==> config.mk <==
export PLATFORM = sky130hd
export DESIGN_NAME = processor_card_core
export DESIGN_NICKNAME = d
export VERILOG_FILES = /design/src/verilog/processor_card_pkg.sv /design/src/verilog/processor_card_core.sv
export SDC_FILE = /design/constraint.sdc
export NUM_CORES = 1
export LEC_CHECK = 0
export ABC_AREA = 1
export BUFFER_PORTS_ARGS = -buffer_cell sky130_fd_sc_hd__buf_2
export CAP_MARGIN = 20
export CORE_MARGIN = 1.5
export CORE_UTILIZATION = 60
export CTS_CLUSTER_DIAMETER = 30
export DETAILED_ROUTE_END_ITERATION = 8
export GPL_TIMING_DRIVEN = 0
export PLACE_DENSITY = 0.87
export SYNTH_ARGS = -nofsm -noshare
export SYNTH_HDL_FRONTEND = slang
export SYNTH_SLANG_ARGS = --single-unit
==> constraint.sdc <==
create_clock -name clk -period 5.9 [get_ports clk]
set_clock_uncertainty 0.15 [all_clocks]
set_input_delay 1.18 -clock clk [delete_from_list [all_inputs] [get_ports clk]]
set_output_delay 1.18 -clock clk [all_outputs]
set_load 0.01 [all_outputs]
==> src/verilog/processor_card_pkg.sv <==
// constants, command and flag types for the processor card core
// assumes a sequencer outside issues one decoded step at a time
// Function
// - seven registers, code seven means memory
// - high pointer six bits, low eight
// - pc lives in eight-entry return stack
// - call decrements pointer, target at new entry
// - return increments pointer, resumes there
// - seven nested calls kept, deeper overwrites
// - all four flags updated by ALU ops; inc/dec keep carry
// - carry from arithmetic, cleared by logic
// - zero flag set on zero result
// - sign flag copies result top bit
// - parity flag set on even ones
// - conditional jumps and calls test flags
// - one request input per level
// - level zero unmaskable, others enabled, masked
// - level n vectors to eight times n
// - first vector instruction not interruptible
// - level seven strap to clock request
// - eight acknowledge outputs, one per level
// - fourteen-bit address onto backplane lines
// - wait until ready low, early skips
package processor_card_pkg;

  // ------------------------------------------------------------
  // sizes and codes
  // ------------------------------------------------------------
  localparam int addr_w = 14;
  localparam int data_w = 8;
  localparam int hi_w = 6;
  localparam int stack_depth = 8;
  localparam int levels = 8;
  localparam int reg_count = 7;
  localparam logic [2:0] code_acc = 3'h0;
  localparam logic [2:0] code_high = 3'h5;
  localparam logic [2:0] code_low = 3'h6;
  localparam logic [2:0] code_mem = 3'h7;
  localparam logic [2:0] level_clock = 3'h7;
  localparam int vector_shift = 3;

  // ------------------------------------------------------------
  // reset values
  // ------------------------------------------------------------
  localparam logic [13:0] pc_reset = 14'h0000;
  localparam logic [2:0] sp_reset = 3'h0;
  localparam logic [7:0] reg_reset = 8'h00;

  // ------------------------------------------------------------
  // types
  // ------------------------------------------------------------
  typedef enum logic [3:0] {
    op_none, op_load, op_read, op_alu, op_incdec,
    op_fetch, op_operand, op_jump, op_call, op_ret, op_restart
  } op_kind_t;

  typedef enum logic [2:0] {
    alu_add, alu_adc, alu_sub, alu_sbb, alu_and, alu_xor, alu_or, alu_cmp
  } alu_op_t;

  typedef enum logic [1:0] {
    cond_carry, cond_zero, cond_sign, cond_parity
  } cond_flag_t;

  typedef struct packed {
    op_kind_t kind;
    logic [2:0] sel;
    alu_op_t alu;
    logic dec;
    logic cond_en;
    cond_flag_t cond_flag;
    logic cond_sense;
    logic [7:0] data;
    logic [13:0] target;
  } cmd_t;

  typedef struct packed {
    logic carry;
    logic zero;
    logic sign;
    logic parity;
  } flags_t;

  localparam flags_t flags_reset = '{carry: 1'b0, zero: 1'b0, sign: 1'b0, parity: 1'b0};

endpackage : processor_card_pkg

==> src/verilog/processor_card_core.sv <==
// processor card core: working registers, return stack, flags,
// vectored interrupts and the backplane address/ready handshake
// assumes one clock, synchronous inputs, memory cards decode the address
`timescale 1ns/1ps
`default_nettype none

module processor_card_core #(
  parameter int levels = processor_card_pkg::levels
) (
  input wire logic clk,
  input wire logic reset,
  input wire logic cmd_valid,
  input wire processor_card_pkg::cmd_t cmd,
  output logic cmd_ready,
  output logic done,
  output logic [7:0] rdata,
  output logic [7:0] acc,
  output processor_card_pkg::flags_t flags,
  output logic [13:0] pc,
  output logic [2:0] sp,
  input wire logic [levels-1:0] irq_req,
  input wire logic [levels-1:0] irq_enable,
  input wire logic irq_mask,
  input wire logic rtc_strap,
  input wire logic rtc_req,
  output logic [levels-1:0] irq_ack,
  output logic [13:0] backplane_address_lines,
  output logic [7:0] bus_wdata,
  input wire logic [7:0] bus_rdata,
  output logic bus_rd,
  output logic bus_wr,
  input wire logic ready_n,
  output logic wait_n
);

  // ------------------------------------------------------------
  // functions
  // ------------------------------------------------------------
  function automatic processor_card_pkg::flags_t result_flags(
    input logic [7:0] r,
    input logic c
  );
    processor_card_pkg::flags_t f;
    f.carry = c;
    f.zero = (r == 8'h00);
    f.sign = r[7];
    f.parity = ~^r;
    return f;
  endfunction : result_flags

  function automatic logic [8:0] alu_calc(
    input processor_card_pkg::alu_op_t op,
    input logic [7:0] a,
    input logic [7:0] b,
    input logic cin
  );
    logic [8:0] r;
    r = 9'h000;
    case (op)
      processor_card_pkg::alu_add: r = {1'b0, a} + {1'b0, b};
      processor_card_pkg::alu_adc: r = {1'b0, a} + {1'b0, b} + {8'h00, cin};
      processor_card_pkg::alu_sub: r = {1'b0, a} - {1'b0, b};
      processor_card_pkg::alu_sbb: r = {1'b0, a} - {1'b0, b} - {8'h00, cin};
      processor_card_pkg::alu_cmp: r = {1'b0, a} - {1'b0, b};
      processor_card_pkg::alu_and: r = {1'b0, a & b};
      processor_card_pkg::alu_xor: r = {1'b0, a ^ b};
      default: r = {1'b0, a | b};
    endcase
    return r;
  endfunction : alu_calc

  // ------------------------------------------------------------
  // state
  // ------------------------------------------------------------
  typedef enum logic [1:0] {st_idle, st_addr, st_wait} state_t;

  state_t state;
  state_t next_state;
  logic [7:0] regs [0:processor_card_pkg::reg_count-1];
  logic [13:0] stack [0:processor_card_pkg::stack_depth-1];
  logic guard;
  logic next_guard;
  logic [13:0] next_pc;
  logic [2:0] next_sp;
  logic is_write;

  // ------------------------------------------------------------
  // decode
  // ------------------------------------------------------------
  wire logic offer = cmd_valid && cmd_ready;
  wire logic is_mem = (cmd.sel == processor_card_pkg::code_mem);
  wire logic [13:0] mem_ptr = {regs[processor_card_pkg::code_high][5:0],
                               regs[processor_card_pkg::code_low]};
  wire logic [levels-1:0] src;
  wire logic [levels-1:0] pending;
  wire logic any_pending = |pending;
  wire logic [2:0] take_level;
  wire logic take;
  wire logic fire;
  wire logic flag_bit;
  wire logic cond_ok;
  wire logic [8:0] alu_out;
  wire logic [7:0] incdec_out;
  wire logic [13:0] restart_vec;
  wire logic [13:0] irq_vec;
  wire logic [13:0] ret_addr;

  // level seven comes from the clock when strapped
  assign src = {rtc_strap ? rtc_req : irq_req[processor_card_pkg::level_clock],
                irq_req[levels-2:0]};
  // level zero ignores enable and mask
  assign pending = {src[levels-1:1] & irq_enable[levels-1:1] & {(levels-1){~irq_mask}},
                    src[0]};

  // lowest level wins; zero is the catastrophic one
  function automatic logic [2:0] first_set(input logic [levels-1:0] v);
    logic [2:0] n;
    n = 3'h0;
    for (int i = levels - 1; i >= 0; i--) begin
      if (v[i]) begin
        n = 3'(i);
      end
    end
    return n;
  endfunction : first_set

  assign take_level = first_set(pending);
  // taken only at an opcode fetch, and not right after a vector
  assign take = offer && cmd.kind == processor_card_pkg::op_fetch && any_pending && !guard;
  assign fire = offer && !take;
  assign irq_vec = {8'h00, take_level, 3'h0};
  assign restart_vec = {8'h00, cmd.sel, 3'h0};

  assign flag_bit = (cmd.cond_flag == processor_card_pkg::cond_carry) ? flags.carry :
                    (cmd.cond_flag == processor_card_pkg::cond_zero) ? flags.zero :
                    (cmd.cond_flag == processor_card_pkg::cond_sign) ? flags.sign :
                    flags.parity;
  assign cond_ok = !cmd.cond_en || (flag_bit == cmd.cond_sense);

  assign alu_out = alu_calc(cmd.alu, acc, cmd.data, flags.carry);
  assign incdec_out = cmd.dec ? regs[cmd.sel] - 8'h01 : regs[cmd.sel] + 8'h01;
  assign ret_addr = stack[3'(sp + 3'h1)];

  // ------------------------------------------------------------
  // program counter and stack pointer
  // ------------------------------------------------------------
  always_comb begin
    next_pc = pc;
    next_sp = sp;
    next_guard = guard;
    if (take) begin
      next_sp = sp - 3'h1;
      next_pc = irq_vec;
      next_guard = 1'b1;
    end else if (fire) begin
      case (cmd.kind)
        processor_card_pkg::op_fetch: begin
          next_pc = pc + 14'h0001;
          next_guard = 1'b0;
        end
        processor_card_pkg::op_operand: begin
          next_pc = pc + 14'h0001;
        end
        processor_card_pkg::op_jump: begin
          if (cond_ok) begin
            next_pc = cmd.target;
          end
        end
        processor_card_pkg::op_call: begin
          if (cond_ok) begin
            next_sp = sp - 3'h1;
            next_pc = cmd.target;
          end
        end
        processor_card_pkg::op_restart: begin
          next_sp = sp - 3'h1;
          next_pc = restart_vec;
        end
        processor_card_pkg::op_ret: begin
          if (cond_ok) begin
            next_sp = sp + 3'h1;
            next_pc = ret_addr;
          end
        end
        default: begin
          next_pc = pc;
        end
      endcase
    end
  end

  // the active entry always mirrors pc, so the entry below a call
  // still holds the return address; an eighth nested call wraps
  always_ff @(posedge clk) begin
    if (reset) begin
      stack[processor_card_pkg::sp_reset] <= processor_card_pkg::pc_reset;
      pc <= processor_card_pkg::pc_reset;
      sp <= processor_card_pkg::sp_reset;
      guard <= 1'b0;
    end else begin
      stack[next_sp] <= next_pc;
      pc <= next_pc;
      sp <= next_sp;
      guard <= next_guard;
    end
  end

  // ------------------------------------------------------------
  // bus sequencing
  // ------------------------------------------------------------
  wire logic mem_start = fire && (
    cmd.kind == processor_card_pkg::op_fetch ||
    cmd.kind == processor_card_pkg::op_operand ||
    ((cmd.kind == processor_card_pkg::op_load ||
      cmd.kind == processor_card_pkg::op_read) && is_mem));
  // ready counts in the address cycle too, so a fast card skips the wait
  wire logic mem_end = (state != st_idle) && !ready_n;

  always_comb begin
    next_state = state;
    case (state)
      st_idle: begin
        if (mem_start) begin
          next_state = st_addr;
        end
      end
      st_addr: begin
        // ready already low: the wait state is skipped
        next_state = ready_n ? st_wait : st_idle;
      end
      default: begin
        next_state = ready_n ? st_wait : st_idle;
      end
    endcase
  end

  always_ff @(posedge clk) begin
    if (reset) begin
      state <= st_idle;
      cmd_ready <= 1'b0;
      wait_n <= 1'b1;
    end else begin
      state <= next_state;
      cmd_ready <= (next_state == st_idle) && !offer;
      wait_n <= !(next_state == st_wait);
    end
  end

  always_ff @(posedge clk) begin
    if (reset) begin
      backplane_address_lines <= processor_card_pkg::pc_reset;
      bus_wdata <= processor_card_pkg::reg_reset;
      bus_rd <= 1'b0;
      bus_wr <= 1'b0;
      is_write <= 1'b0;
    end else if (mem_start) begin
      // only the direction is kept; fetched bytes land in rdata as reads do
      is_write <= cmd.kind == processor_card_pkg::op_load;
      // fetches use pc, data moves use the pointer pair
      backplane_address_lines <= (cmd.kind == processor_card_pkg::op_fetch ||
                                  cmd.kind == processor_card_pkg::op_operand)
                                 ? pc : mem_ptr;
      bus_wdata <= cmd.data;
      bus_rd <= cmd.kind != processor_card_pkg::op_load;
      bus_wr <= cmd.kind == processor_card_pkg::op_load;
    end else if (mem_end) begin
      bus_rd <= 1'b0;
      bus_wr <= 1'b0;
    end
  end

  // ------------------------------------------------------------
  // registers, accumulator and flags
  // ------------------------------------------------------------
  wire logic reg_write = fire && cmd.kind == processor_card_pkg::op_load && !is_mem;
  wire logic do_alu = fire && cmd.kind == processor_card_pkg::op_alu;
  wire logic do_incdec = fire && cmd.kind == processor_card_pkg::op_incdec && !is_mem;
  wire logic alu_logic = cmd.alu == processor_card_pkg::alu_and ||
                         cmd.alu == processor_card_pkg::alu_xor ||
                         cmd.alu == processor_card_pkg::alu_or;

  always_ff @(posedge clk) begin
    if (reset) begin
      for (int i = 0; i < processor_card_pkg::reg_count; i++) begin
        regs[i] <= processor_card_pkg::reg_reset;
      end
    end else if (reg_write) begin
      regs[cmd.sel] <= cmd.data;
    end else if (do_incdec) begin
      regs[cmd.sel] <= incdec_out;
    end else if (do_alu && cmd.alu != processor_card_pkg::alu_cmp) begin
      regs[processor_card_pkg::code_acc] <= alu_out[7:0];
    end
  end

  // carry kept on loads and on increment or decrement
  always_ff @(posedge clk) begin
    if (reset) begin
      flags <= processor_card_pkg::flags_reset;
    end else if (do_alu) begin
      flags <= result_flags(alu_out[7:0], alu_logic ? 1'b0 : alu_out[8]);
    end else if (do_incdec) begin
      flags <= result_flags(incdec_out, flags.carry);
    end
  end

  always_ff @(posedge clk) begin
    if (reset) begin
      acc <= processor_card_pkg::reg_reset;
    end else if (reg_write && cmd.sel == processor_card_pkg::code_acc) begin
      acc <= cmd.data;
    end else if (do_incdec && cmd.sel == processor_card_pkg::code_acc) begin
      acc <= incdec_out;
    end else if (do_alu && cmd.alu != processor_card_pkg::alu_cmp) begin
      acc <= alu_out[7:0];
    end
  end

  // ------------------------------------------------------------
  // answers and acknowledges
  // ------------------------------------------------------------
  wire logic local_done = fire && !mem_start;

  always_ff @(posedge clk) begin
    if (reset) begin
      done <= 1'b0;
      rdata <= processor_card_pkg::reg_reset;
      irq_ack <= '0;
    end else begin
      done <= local_done || mem_end;
      irq_ack <= take ? levels'(1) << take_level : '0;
      if (mem_end && !is_write) begin
        rdata <= bus_rdata;
      end else if (fire && cmd.kind == processor_card_pkg::op_read && !is_mem) begin
        rdata <= regs[cmd.sel];
      end
    end
  end

endmodule : processor_card_core

`default_nettype wire

==> reports/summary.md <==
During synthesis, Yosys emitted a total of 0 warnings. Share of layout cells above drive strength 1: 0.162. The number of top-level design ports is 140.

For this block, the initial DRC count from the detailed router was 1,925. The smallest clock period supported by the final layout is computed as 5140 ps. The overall fraction of global-route tracks in use is 0.365, and the number of distinct library cells after synthesis is 54. Mean area per synthesized cell: 8.18 um2. Dividing total power by cell area gives a power density of 313 nW/um2.

Synthesis produced 1,682 cells. The final period utilization was 0.871. The number of levels the H-tree was split into is 2, and the number of rows in the core area is 55.

The library cell used as clock root buffer was sky130_fd_sc_hd__clkbuf_16. The tools report the number of remaining DRC errors as 0. The leakage power of the design was 7.21 nW; the growth of design area from synthesis to finish was 19.9%. The worst setup path is launched from an input pin.

The kind of end point of the critical path is a flip-flop. The first detailed-routing pass took 8 iterations. The clock passes through at most 3 buffers.

Setup violations remaining at the end of the flow were counted as 0. The run gives 0 ps as the setup total negative slack. The number of enable-type register cells in the synthesized netlist came out at 168. Sorting the synthesized cells by area gives the leading types as sky130_fd_sc_hd__edfxtp_1 37%, sky130_fd_sc_hd__dfxtp_1 12%, sky130_fd_sc_hd__nand2_1 9.8%, sky130_fd_sc_hd__nor2_1 6.3%, sky130_fd_sc_hd__o21ai_0 4.9%. The logs give 2,112 for the total instance count after detailed placement and 0 for the post-cts hold buffer count. Measured along the y axis, the die boundary spans 154 um. In this run the cell area of the synthesized design comes to 13,800 um2. The count of final max-slew check failures is 0, and the post-route non-filler standard cell count is 2,197. The tools report the via count of the first global-routing pass as 12,800.

TritonCTS built the clock tree. The flow ran to the end, and the final reports show no timing, DRC or antenna violations. Overall power consumption after layout is estimated at 5.16 mW.

At the end of routability-driven placement, the weighted congestion stood at 0.960. By count the netlist is led by 361 x sky130_fd_sc_hd__nand2_1, 232 x sky130_fd_sc_hd__nor2_1, 168 x sky130_fd_sc_hd__edfxtp_1. Average wire per standard cell: 19.9 um.

The final wirelength was 43,600 um; the clock transition at the register clock pins on the worst setup and hold paths after CTS was 50 ps. Detailed placement ended at an HPWL of 30,900 um. The post-route antenna net violation count came out at 0. The run gives 6180 ps as the required time at the endpoint of the critical path.

The total clock sinks came out at 252. Entering global routing, the biggest net connects 15 pins. After clock tree synthesis, the repair step resized 0 gates.

Using the TritonRoute via totals, the vias-per-cell ratio works out to 6.13. Setup repair after global routing left no endpoint under its margin. The effective utilization at floorplan is 0.610, and the slew at the pin with the worst max-slew slack is 1040 ps. The biggest area contributor in the post-synthesis netlist is sky130_fd_sc_hd__edfxtp_1.

The later pin in the worst-skew pair is clocked with a latency of 570 ps. Static timing analysis puts the maximum clock frequency at 195 MHz. The fraction of registers with async set/reset came out at 0.

The tools report the endpoint arrival time on the critical path as 5420 ps. Summing all non-filler instances in the final layout gives an area of 16,500 um2. sky130_fd_sc_hd__nand2_1 is the most common cell in the netlist. For the worst vdd rail ir drop, the log shows 0.291 mV. Among all flip-flop cells after synthesis, the most frequent one is sky130_fd_sc_hd__edfxtp_1. The initial antenna violation count is 1.

Share of the yosys chip area belonging to registers: 0.489. The core utilization of the finished layout was 0.731. Summing over every cut layer, the via total after detailed routing is 13,500. At the end of the flow, the number of nets in the layout was 1,990. The area share of the leading cell type in the synthesized netlist works out to 0.367.

After global routing the overflow that remains totals 0. The die covers 23,900 um2. The die span in x is 154 um, and the flip-flop and latch count after synthesis is 252. The number of clock buffers added by TritonCTS is 45.

The number of hold violations in the final report is 0, and the largest driver fanout on the critical path is 10. The tools report the setup fix buffers added after clock tree synthesis as 0. The first global-routing pass estimated 67,600 um of wire. The core footprint is 22,600 um2. The max-slew headroom at the worst pin is 0.308.

Critical path class: in -> reg. The path type of the worst min-delay path was reg -> reg. The number of buffer cells added on primary ports came out at 134. Max-cap check violation count: 0. The tools report the total cell area at the placement stage as 14,900 um2.
## sequential cells by signal, indices dropped and copies added (netlist names), 2 cells and up
register                 cells
backplane_address_lines     14
pc                          14
irq_ack                      8
regs                        64
state                        2
rdata                        8
acc                          8
sp                           3
flags                        4
stack                      112
bus_wdata                    8
## cell families (layout without fill, tap and decap cells)
kind of cell / Yosys count / in the layout / synth area share
flops: 252 / 252 / 0.489
fa+ha+maj: 48 / 48 / 0.0453
simple gates: 781 / 781 / 0.245
buf+inv: 246 / 468 / 0.0692
other cells: 1 / 9 / 0.000272
compound gates: 341 / 341 / 0.143
xor+xnor: 13 / 13 / 0.00827
## per-layer routing
metal	part of all wire	GRT usage	up-vias
met3	0.12	0.0630	195
li1	-	-	6112
met4	0.050	0.192	0
met2	0.48	0.616	976
met5	0	0	-
met1	0.35	0.451	6180
## path summary, 6_finish.rpt
path | from | cells past startpoint | end | slack [ps]
worst max-delay path | cmd[30] | 23 | flags[0]$_SDFFE_PP0P_ | 760
worst min register to register | is_write$_SDFFE_PP0P_ | 2 | is_write$_SDFFE_PP0P_ | 320
worst min-delay path | is_write$_SDFFE_PP0P_ | 2 | is_write$_SDFFE_PP0P_ | 320
worst max register to register | sp[0]$_SDFF_PP0_ | 15 | stack[4][6]$_DFFE_PP_ | 1430
## through the flow
step / worst slack, ps / hold slack, ps
after floorplan: 1330 / 291
after global placement: 497 / 297
after detailed placement: 419 / 305
after CTS: 923 / 319
after global routing: 482 / 349
final: 759 / 318
## cells in the final DEF, fill, tap and decap left out, drive strengths merged, types with 11 or more instances in the layout
cell / n
dfxtp: 84
nor2: 244
o221ai: 18
o21ai: 151
nand2: 369
a21oi: 92
buf: 163
o211ai: 11
inv: 197
clkbuf: 89
nand4: 22
edfxtp: 168
nor3: 12
ha: 45
a31oi: 32
nand3: 125
## critical path, stage by stage
cell and delay (ps):
sky130_fd_sc_hd__buf_2 160, sky130_fd_sc_hd__buf_2 260, sky130_fd_sc_hd__clkbuf_1 520, sky130_fd_sc_hd__o21ai_0 160, sky130_fd_sc_hd__o22ai_1 210, sky130_fd_sc_hd__nor2_1 90, sky130_fd_sc_hd__a31oi_1 330, sky130_fd_sc_hd__ha_1 370
sky130_fd_sc_hd__a21oi_1 240, sky130_fd_sc_hd__nor2_1 70, sky130_fd_sc_hd__a211oi_1 190, sky130_fd_sc_hd__nand2_1 130, sky130_fd_sc_hd__nand2_1 120, sky130_fd_sc_hd__nand2_1 80, sky130_fd_sc_hd__nand2_1 70, sky130_fd_sc_hd__nand2_1 90
sky130_fd_sc_hd__ha_1 300, sky130_fd_sc_hd__xnor2_1 190, sky130_fd_sc_hd__xor2_1 210, sky130_fd_sc_hd__xor2_1 180, sky130_fd_sc_hd__o221ai_1 130, sky130_fd_sc_hd__nand2_1 70, sky130_fd_sc_hd__inv_1 40
## power breakdown
group / switching [mW] / internal, mW / leakage [nW]
clock: 0.969 / 1.75 / 0.788
combinational: 0.352 / 0.167 / 4.05
sequential: 0.0166 / 1.91 / 2.37
total: 1.34 / 3.82 / 7.21
## layout make-up
| cell class | count | area, um2 |
|---|---|---|
| Sequential cell | 252 | 6730 |
| Multi-Input combinational cell | 1191 | 6130 |
| Fill cell | 1642 | 6060 |
| Clock buffer | 54 | 1270 |
| Timing Repair Buffer | 138 | 713 |
| Inverter | 186 | 701 |
| Tap cell | 285 | 357 |
| Clock inverter | 30 | 353 |
| Buffer | 60 | 251 |
| Antenna cell | 1 | 2.50 |
Power figures use the tool's default switching activity.
